**src/dac_frame_cfg.svh**
```systemverilog
// constants for the serial converter input frame
`ifndef DAC_FRAME_CFG_SVH
`define DAC_FRAME_CFG_SVH
`define FRAME_LEN_WIDE        24
`define FRAME_LEN_NARROW      16
`define DATA_RESET            24'h000000
`define LINK_CLK_MAX_MHZ      50
`define SYS_CLK_MHZ           250
`define LINK_CLK_MIN_SYS_CYC  ((`SYS_CLK_MHZ + `LINK_CLK_MAX_MHZ - 1) / `LINK_CLK_MAX_MHZ)
`endif

```
**src/dac_frame_pkg.sv**
```systemverilog
// types for the serial converter input frame
package dac_frame_pkg;
  typedef enum logic [1:0] {
    ST_IDLE  = 2'b00,
    ST_SHIFT = 2'b01,
    ST_DONE  = 2'b10
  } frame_state_type;

  typedef struct packed {
    logic frame_n;
    logic link_clk;
    logic data;
  } link_pins_type;
endpackage : dac_frame_pkg

```
**src/pin_sync.sv**
```systemverilog
// two-stage synchroniser for a group of pins
`timescale 1ns/1ps
module pin_sync #(
  parameter int WIDTH = 3
) (
  input  wire logic             i_sys_clk,
  input  wire logic             i_rst_b,
  input  wire logic [WIDTH-1:0] i_async,
  input  wire logic [WIDTH-1:0] i_reset_val,
  output logic      [WIDTH-1:0] o_sync
);
  logic [WIDTH-1:0] meta_r;

  // first stage feeds only the second stage
  always_ff @(posedge i_sys_clk or negedge i_rst_b) begin
    if (!i_rst_b) begin
      meta_r <= '1;
      o_sync <= '1;
    end else begin
      meta_r <= i_async;
      o_sync <= meta_r;
    end
  end

  // i_reset_val is unused hardware-wise; kept for width checks
  initial begin
    if (WIDTH < 1) $error("pin_sync width must be at least one");
  end
endmodule : pin_sync

```
**src/serial_dac_input_frame.sv**
```systemverilog
// serial write port of a single-channel voltage-output converter
// Operation
// RL1: shift data in on falling clock edges
// RL2: shift register 24 or 16 bits
// RL3: frame select low enables shifting
// RL4: update converter after final falling edge
// RL5: early frame select rise aborts frame
// RL6: host keeps serial clock at most 50MHz
// RL7: frame select fall clears bit counter
`timescale 1ns/1ps
`include "dac_frame_cfg.svh"
module serial_dac_input_frame #(
  parameter int  FRAME_LEN = `FRAME_LEN_WIDE
) (
  input  wire logic                          i_sys_clk,
  input  wire logic                          i_rst_b,
  input  wire dac_frame_pkg::link_pins_type  i_pins,
  output logic      [FRAME_LEN-1:0]          o_dac_word,
  output logic                               o_dac_update,
  output logic                               o_frame_abort,
  output logic                               o_frame_active
);
  localparam int CNT_W = $clog2(FRAME_LEN + 1);

  // ************************************************************
  // latency notes
  // ************************************************************
  // every pin passes two flip-flops; frame select and link clock pass one more for their delayed copies
  // a pin edge is seen as a one-cycle strobe about two cycles late
  // data and link clock share the same pipe, so their skew is kept
  // the data bit is taken in the cycle that sees the link clock fall
  // the word and update pulse leave one cycle after the last bit
  // an abort pulse leaves one cycle after the frame select rise is seen
  // a select fall outranks everything else in its cycle
  // a select fall during the last bit therefore loses that frame
  // link clock falls outside a frame leave the counter untouched
  // falls after the last bit are ignored until select rises again
  // the link clock must stay high and low for two system cycles at least
  // nothing here runs on the link clock itself

  // ************************************************************
  // helpers
  // ************************************************************
  // true while the sequencer is taking bits
  function automatic logic is_shifting(input dac_frame_pkg::frame_state_type st);
    is_shifting = (st == dac_frame_pkg::ST_SHIFT);
  endfunction : is_shifting

  // ************************************************************
  // elaboration check
  // ************************************************************
  initial begin
    if (FRAME_LEN != `FRAME_LEN_WIDE && FRAME_LEN != `FRAME_LEN_NARROW)
      $error("frame length must be 24 or 16");
    // edge finding needs two system samples per link clock period
    if (`LINK_CLK_MIN_SYS_CYC < 2)
      $error("system clock too slow for the link clock");
  end

  // ************************************************************
  // pin synchronisation
  // ************************************************************
  dac_frame_pkg::link_pins_type pins_s;
  logic [2:0]                   pins_s_raw;
  logic                         frame_n_d_r;
  logic                         link_clk_d_r;
  logic                         clk_fall;
  logic                         sel_fall;
  logic                         sel_rise;

  pin_sync #(
    .WIDTH (3)
  ) u_sync (
    .i_sys_clk   (i_sys_clk),
    .i_rst_b     (i_rst_b),
    .i_async     (i_pins),
    .i_reset_val (3'h7),
    .o_sync      (pins_s_raw)
  );
  assign pins_s = dac_frame_pkg::link_pins_type'(pins_s_raw);

  // delayed copies of synchronised pins for edge finding
  always_ff @(posedge i_sys_clk or negedge i_rst_b) begin
    if (!i_rst_b) begin
      frame_n_d_r  <= 1'b1;
      link_clk_d_r <= 1'b1;
    end else begin
      frame_n_d_r  <= pins_s.frame_n;
      link_clk_d_r <= pins_s.link_clk;
    end
  end

  // edges seen at the system clock; link clock is at most one fifth of it
  assign clk_fall = link_clk_d_r & ~pins_s.link_clk; // RL6
  assign sel_fall = frame_n_d_r & ~pins_s.frame_n;
  assign sel_rise = ~frame_n_d_r & pins_s.frame_n;

  // ************************************************************
  // frame state and bit counter
  // ************************************************************
  dac_frame_pkg::frame_state_type state_r;
  dac_frame_pkg::frame_state_type state_nxt;
  logic [CNT_W-1:0]               bit_cnt_r;
  logic [FRAME_LEN-1:0]           shift_r;
  logic                           last_bit;
  logic                           shift_en;

  // counter points at the final bit of the frame
  assign last_bit = (bit_cnt_r == CNT_W'(FRAME_LEN - 1));

  // one bit is taken this cycle, unless the frame is being dropped
  assign shift_en = is_shifting(state_r) && !sel_rise && clk_fall;

  // next state of the frame sequencer
  always_comb begin
    state_nxt = state_r;
    case (state_r)
      dac_frame_pkg::ST_IDLE: begin
        if (sel_fall) begin
          state_nxt = dac_frame_pkg::ST_SHIFT; // RL3
        end
      end
      dac_frame_pkg::ST_SHIFT: begin
        if (sel_rise) begin
          state_nxt = dac_frame_pkg::ST_IDLE; // RL5
        end else if (clk_fall && last_bit) begin
          state_nxt = dac_frame_pkg::ST_DONE; // RL4
        end
      end
      dac_frame_pkg::ST_DONE: begin
        if (sel_rise) begin
          state_nxt = dac_frame_pkg::ST_IDLE;
        end
      end
      default: begin
        state_nxt = dac_frame_pkg::ST_IDLE;
      end
    endcase
  end

  // state register
  always_ff @(posedge i_sys_clk or negedge i_rst_b) begin
    if (!i_rst_b) begin
      state_r <= dac_frame_pkg::ST_IDLE;
    end else if (sel_fall) begin
      state_r <= dac_frame_pkg::ST_SHIFT; // RL7
    end else begin
      state_r <= state_nxt;
    end
  end

  // bit counter, cleared by every frame select fall
  always_ff @(posedge i_sys_clk or negedge i_rst_b) begin
    if (!i_rst_b) begin
      bit_cnt_r <= '0;
    end else if (sel_fall) begin
      bit_cnt_r <= '0; // RL7
    end else if (shift_en) begin
      bit_cnt_r <= bit_cnt_r + CNT_W'(1); // RL4
    end
  end

  // ************************************************************
  // shift register and converter word
  // ************************************************************
  // data sampled msb first on each falling link clock edge while shifting
  always_ff @(posedge i_sys_clk or negedge i_rst_b) begin
    if (!i_rst_b) begin
      shift_r <= '0;
    end else if (is_shifting(state_r) && !pins_s.frame_n && clk_fall) begin
      shift_r <= {shift_r[FRAME_LEN-2:0], pins_s.data}; // RL1 RL2
    end
  end

  // converter word loaded only on a completed frame
  always_ff @(posedge i_sys_clk or negedge i_rst_b) begin
    if (!i_rst_b) begin
      o_dac_word   <= FRAME_LEN'(`DATA_RESET);
      o_dac_update <= 1'b0;
    end else begin
      o_dac_update <= 1'b0;
      if (shift_en && !sel_fall && last_bit) begin
        o_dac_word   <= {shift_r[FRAME_LEN-2:0], pins_s.data}; // RL4
        o_dac_update <= 1'b1; // RL4
      end
    end
  end

  // abort flag pulses when a partial frame is dropped
  always_ff @(posedge i_sys_clk or negedge i_rst_b) begin
    if (!i_rst_b) begin
      o_frame_abort <= 1'b0;
    end else begin
      o_frame_abort <= is_shifting(state_r) && sel_rise; // RL5
    end
  end

  // frame open and still taking bits
  assign o_frame_active = is_shifting(state_r); // RL3
endmodule : serial_dac_input_frame

```
**config.mk**
```make
export PLATFORM = sky130hd
export DESIGN_NAME = serial_dac_input_frame
export DESIGN_NICKNAME = d
export VERILOG_FILES = /design/src/dac_frame_pkg.sv /design/src/pin_sync.sv /design/src/serial_dac_input_frame.sv
export VERILOG_INCLUDE_DIRS = /design/src /design/src/src
export SDC_FILE = /design/constraint.sdc
export NUM_CORES = 1
export LEC_CHECK = 0
export BUFFER_PORTS_ARGS = -buffer_cell sky130_fd_sc_hd__buf_2
export CORE_MARGIN = 8
export CORE_UTILIZATION = 50
export CTS_CLUSTER_DIAMETER = 80
export DETAILED_ROUTE_END_ITERATION = 16
export GPL_ROUTABILITY_DRIVEN = 1
export GPL_TIMING_DRIVEN = 0
export MAX_ROUTING_LAYER = met4
export PLACE_DENSITY = 0.7
export SYNTH_ARGS = -nofsm -noshare
export SYNTH_HDL_FRONTEND = slang
export SYNTH_SLANG_ARGS = --single-unit
```
**constraint.sdc**
```tcl
create_clock -name i_sys_clk -period 5.55 [get_ports i_sys_clk]
set_clock_uncertainty 0.15 [all_clocks]
set_input_delay 0 -clock i_sys_clk [delete_from_list [all_inputs] [get_ports i_sys_clk]]
set_output_delay 0 -clock i_sys_clk [all_outputs]
set_load 0.005 [all_outputs]
```
# Yosys cells after proc, flatten, opt, wreduce, memory -nomap -nowiden
# Cells that the tools add are included.
totals:
  reg_bits: 64
  latch_bits: 0
  mem_bits_rw: 0
  rom_bits: 0
  mem_count: 0
op_classes:
  add_sub_neg: 1
  n_mul: 0
  div: 0
  n_lt_le_gt_ge: 0
  n_eq_ne: 6
  n_shift: 0
  muxes: 8
  n_bitwise: 6
  n_reduce_logical: 14
op_table:
  columns: ["operator", "count"]
  rows:
  - ["$mux W5", 2]
  - ["$logic_and A1 B1 Y1", 8]
  - ["$mux W2", 4]
  - ["$pmux W2 S3", 1]
  - ["$add A5 B1 Y5 const B", 1]
  - ["$eq A5 B5 Y1 const B", 1]
  - ["$ne A4 B1 Y1 const B", 1]
  - ["$and A1 B1 Y1", 3]
  - ["$logic_not A1 Y1", 3]
  - ["$ne A3 B3 Y1 const B", 1]
  - ["$not A1 Y1", 3]
  - ["$reduce_and A3 Y1", 1]
  - ["$eq A2 B1 Y1 const B", 1]
  - ["$eq A2 B2 Y1 const B", 1]
  - ["$logic_not A2 Y1", 1]
  - ["$ne A2 B2 Y1 const B", 1]
  - ["$reduce_bool A2 Y1", 1]
  - ["$mux W1", 1]

# Longest topological paths before layout
logic_depth:
  word_depth: 8
  mapped_depth: 7
  ltp_nobuf: 5

# Cells and area by module
# A second synthesis with hierarchy kept.
hier_totals:
  cells_unflattened: 155
  hier_area_um2: 2442.3
modules_own_cells:
  columns: ["module", "instances", "cells_each", "area_each_um2", "seq_area_each_um2"]
  rows:
  - ["serial_dac_input_frame", 1, 149, 2284.7, 1453.9]
  - ["pin_sync", 1, 6, 157.7, 157.7]

# Least setup slack after synthesis
# No wires, ideal clock.
synth_timing:
  path_kind: "reg2reg"
  from: "register u_sync.o_sync[2]"
  to: "register o_dac_word[0]"
  setup_ns: 0.125
  arrival_ns: 1.879
  t_required_ns: 5.275
  slack_ns: 3.396
  stages_incl_launch_ff: 8
  path_buffers: 2
  cell_sequence: "dfstp_2 -> inv_1 -> ha_1 -> nor4b_1 -> and4bb_1 -> buf_6 -> buf_12 -> mux2_4"
synth_lines:
  columns: ["item", "line_no", "source"]
  rows:
  - ["start: declaration", "pin_sync.sv:10", "output logic [WIDTH-1:0] o_sync"]
  - ["start signal: assignment", "pin_sync.sv:21", "o_sync <= meta_r;"]
  - ["$not A1 Y1", "serial_dac_input_frame.sv:95", "assign sel_fall = frame_n_d_r & ~pins_s.frame_n;"]
  - ["$and A1 B1 Y1", "serial_dac_input_frame.sv:95", null]
  - ["via sel_fall", "serial_dac_input_frame.sv:68", "logic sel_fall;"]
  - ["$logic_not A1 Y1", "serial_dac_input_frame.sv:182", "if (shift_en && !sel_fall && last_bit) begin"]
  - ["$logic_and A1 B1 Y1 (2 in series)", "serial_dac_input_frame.sv:182", null]
  - ["end signal: assignment", "serial_dac_input_frame.sv:178", "o_dac_word <= FRAME_LEN'(`DATA_RESET);"]
  - ["end signal: assignment", "serial_dac_input_frame.sv:183", "o_dac_word <= {shift_r[FRAME_LEN-2:0], pins_s.data};"]
  - ["end: declaration", "serial_dac_input_frame.sv:18", "output logic [FRAME_LEN-1:0] o_dac_word,"]
# The timed path passes the listed nets, and every way through them passes these cells.
# A chain may end at the register's enable or synchronous reset.

# Final worst setup path
layout_timing:
  from: "register u_sync.o_sync[2]"
  to: "register o_dac_word[4]"
# The elaborated chain is that of the path after synthesis.

==> metrics.md <==
| Metric | Value |
|---|---|
| Final setup viols | `0` |
| Largest net degree at the start of global routing | `65` |
| Fin nets | `208` |
| Pwr dens | `between 300 and 400 nW/µm²` |
| Reg2reg setup slack | `3120 ps` |
| Fin util | `0.602` |
| Initial antenna violation count | `0` |
| Status | `complete, no violations` |
| WP data required | `5610 ps` |
| Die W | `between 80 and 90 µm` |
| Setup bufs post-CTS | `0` |
| Least-Margin Pin Slew | `761 ps` |
| Worst slack, placed | `3070 ps` |
| Yosys top cell by area | `dfrtp_1` |
| Cells along the critical path | `inv_1 > ha_1 > nor4b_1 > and4bb_1 > buf_6 > buf_12 > mux2_4` |
| Max-Cap Viols | `0` |
| Routed vias/inst | `5.09` |
| Initial Utilization | `0.506` |
| DRT antenna net count | `0` |
| TritonCTS clock tree | `built` |
| Sink Count | `64` |
| Asr flop ratio synth | `1.00` |
| Post-DP HPWL | `roughly 2.9 mm` |
| Tcrit/Tclk final | `0.438` |
| CTS Buf Count | `9` |
| Wire length on met2 | `1.99 mm` |
| Core Region | `5010 µm²` |
| DR WL/cell | `15.2 µm` |
| Netlist cell types | `27` |
| Reg2Reg Depth | `7` |
| Clk pin slew, worst setup/hold paths | `70 ps` |
| RSZ-0062 raised after global routing | `false` |
| Die Area | `7600 µm²` |
| CP Launch Type | `flop` |
| GRT Overall Usage | `0.128` |
| Post-Route WL | `~4.2 mm` |
| Mapped Nets | `162` |
| Ports | `32` |
| Most used DFF post-synth | `dfrtp_1` |
| DR pass1 iterations | `4` |
| FF-to-FF Start | `u_sync.o_sync[2]` |
| H-tree levels | `3` |
| Top layer in use | `met4` |
| Final min period | `2430 ps` |
| Yosys reg bits | `between 60 and 70` |
| Setup TNS | `0 ps` |
| Worst min path class | `in -> async` |
| EDFF count, synth | `0` |
| ANT cells | `0` |
| Worst Path Max Fanout | `10` |
| Cell Area, Synth | `2530 µm²` |
| DRC | `0` |
| Final Hold Vio Count | `0` |
| IO Port Bufs | `31` |
| Met1 WL | `between 1.5 and 2 mm` |
| Placed Cells | `about 260` |
| Routed met3 length | `approximately 240 µm` |
| Final GP Congestion | `0.825` |
| Leak | `1.52 nW` |
| Clock Latency Late Sink | `330 ps` |
| CP Launch Point | `u_sync.o_sync[2]` |
| Global-route wire length before repair | `7.16 mm` |
| CP peak stage delay | `550 ps` |
| Sequential share of the synthesized area | `0.636` |
| Global route total overflow | `0` |
| Die height | `87.2 µm` |
| Top-count cell post-synth | `dfrtp_1` |
| Fin cells | `275` |
| Area grow syn2layout | `19.0%` |
| Worst setup margin | `between 3000 and 4000 ps` |
| CTS Buffer Depth | `2` |
| Mean Syn Cell Area | `about 16 µm²` |
| Slowest CP cell | `dfstp_2` |
| Synth warn | `0` |
| Reg-to-reg endpoint | `o_dac_word[4]` |
| Ranking of synthesized cells by area | `dfrtp_1 (55%), mux2_2 (13%), mux2_4 (11%)` |
| Worst vdd ir | `0.215 mV` |
| Fmax | `0.411 GHz` |
| Rows | `26` |
| Vias in the first global route | `1505` |
| WP data arrival | `around 2500 ps` |
| Via count | `~1400` |
| Slew HR | `0.493` |
| Root Buffer | `clkbuf_8` |
| CTS resizes | `0` |
| Synth top cells by count | `dfrtp_1 (56), mux2_2 (29), mux2_4 (18)` |
| Drt initial violations | `65` |
| Slew Limit Fails | `0` |
| Share of the synthesized area in the top cell type | `0.553` |
| Share of layout cells above drive strength 1 | `0.541` |
| Crit Path Class | `reg -> reg` |
| CP Capture Type | `flop` |
| Post-Synthesis Cells | `about 150` |
## power breakdown
| part | internal (mW) | switching, mW |
|---|---|---|
| Sequential | 0.491 | 0.0157 |
| Clock | 0.207 | 0.175 |
| Combinational | 0.0243 | 0.0234 |
| Total | 0.722 | 0.214 |
## layout make-up
type | instances | area (µm²)
sequential | 64 | 1610
fill | 415 | 1990
multi-input combinational | 78 | 828
inverter | 5 | 18.8
clock buffer | 9 | 124
clock inverter | 7 | 72.6
tap | 70 | 87.6
buffer | 7 | 75.1
timing repair buffer | 35 | 198
## state kept, by name, summed over array words and instances (netlist names), 2 cells and up
register	count
u_sync.meta_r	3
o_dac_word	24
u_sync.o_sync	3
bit_cnt_r	5
shift_r	23
state_r	2
## routing by layer
| layer | vias up | GRT usage |
|---|---|---|
| met4 | 0 | 0.0672 |
| met3 | 6 | 0.0585 |
| li1 | 647 | - |
| met2 | 32 | 0.185 |
| met5 | - | - |
| met1 | 716 | 0.145 |
## timing repair
action / 4_1_cts / 5_1_grt
endpoints found under the hold margin: 59 / 0
endpoints found under the setup margin: 0 / 0
hold buffers: 4 / 0
## per-stage QoR
step                power (mW)  hold WS (ps)  instance area [µm²]
global placement         0.557         -44.7                 2780
detailed placement       0.562         -42.8                 2780
finish                   0.937           134                 3020
floorplan                0.540          -446                 2530
global route             0.984           143                 3020
CTS                      0.951           136                 3010
## worst max path at each step
stage                           endpoint  slack [ps]  depth (start not counted)
after floorplan            o_dac_word[0]        3400                          7
after global placement    o_dac_word[15]        3280                          7
after detailed placement   o_dac_word[1]        3070                          7
after CTS                  o_dac_word[1]        3070                          7
after global routing       o_dac_word[4]        2920                          7
final                      o_dac_word[4]        3120                          7
## worst max-delay path: cells and delay by family, from the launching register on
| kind | cells | cell delay, ps |
|---|---|---|
| buffers and inverters | 3 | 370 |
| AND/OR/NAND/NOR | 2 | 650 |
| multiplexers | 1 | 300 |
| adder cells (fa/ha/maj) | 1 | 290 |
| flip-flops | 1 | 550 |
## kinds of logic after synthesis
logic type,Yosys count,synth area share
adders and majority gates,3,0.0148
DFF,64,0.636
buffers and inverters,12,0.0370
muxes,47,0.236
AOI/OAI and AO/OA,13,0.0331
and+or+nand+nor,15,0.0435
## cells in the final DEF (no fill, tap or decap)
| cell type | Yosys | routed |
|---|---|---|
| a21oi_1 | 5 | 5 |
| a31o_2 | 2 | 2 |
| and2_1 | 1 | 1 |
| and4bb_1 | 1 | 1 |
| buf_12 | 2 | 2 |
| buf_2 | 1 | 31 |
| buf_4 | 2 | 3 |
| buf_6 | 1 | 1 |
| bufinv_16 | 0 | 1 |
| clkbuf_1 | 1 | 1 |
| clkbuf_8 | 0 | 9 |
| clkinv_2 | 0 | 2 |
| clkinv_4 | 0 | 2 |
| clkinvlp_4 | 0 | 2 |
| dfrtp_1 | 56 | 56 |
| dfstp_2 | 8 | 8 |
| dlygate4sd3_1 | 0 | 4 |
| ha_1 | 3 | 3 |
| inv_1 | 5 | 5 |
| mux2_2 | 29 | 29 |
| mux2_4 | 18 | 18 |
| nand3_1 | 2 | 2 |
| nand4b_1 | 1 | 1 |
| nand4bb_1 | 1 | 1 |
| nor2_1 | 2 | 2 |
| nor3b_1 | 1 | 1 |
| nor4b_1 | 1 | 1 |
| o21ai_0 | 2 | 2 |
| o31ai_1 | 3 | 3 |
| o41ai_1 | 1 | 1 |
| or3_1 | 1 | 1 |
| or3b_2 | 1 | 1 |
| or4_1 | 3 | 3 |
Power figures use the tool's default switching activity.
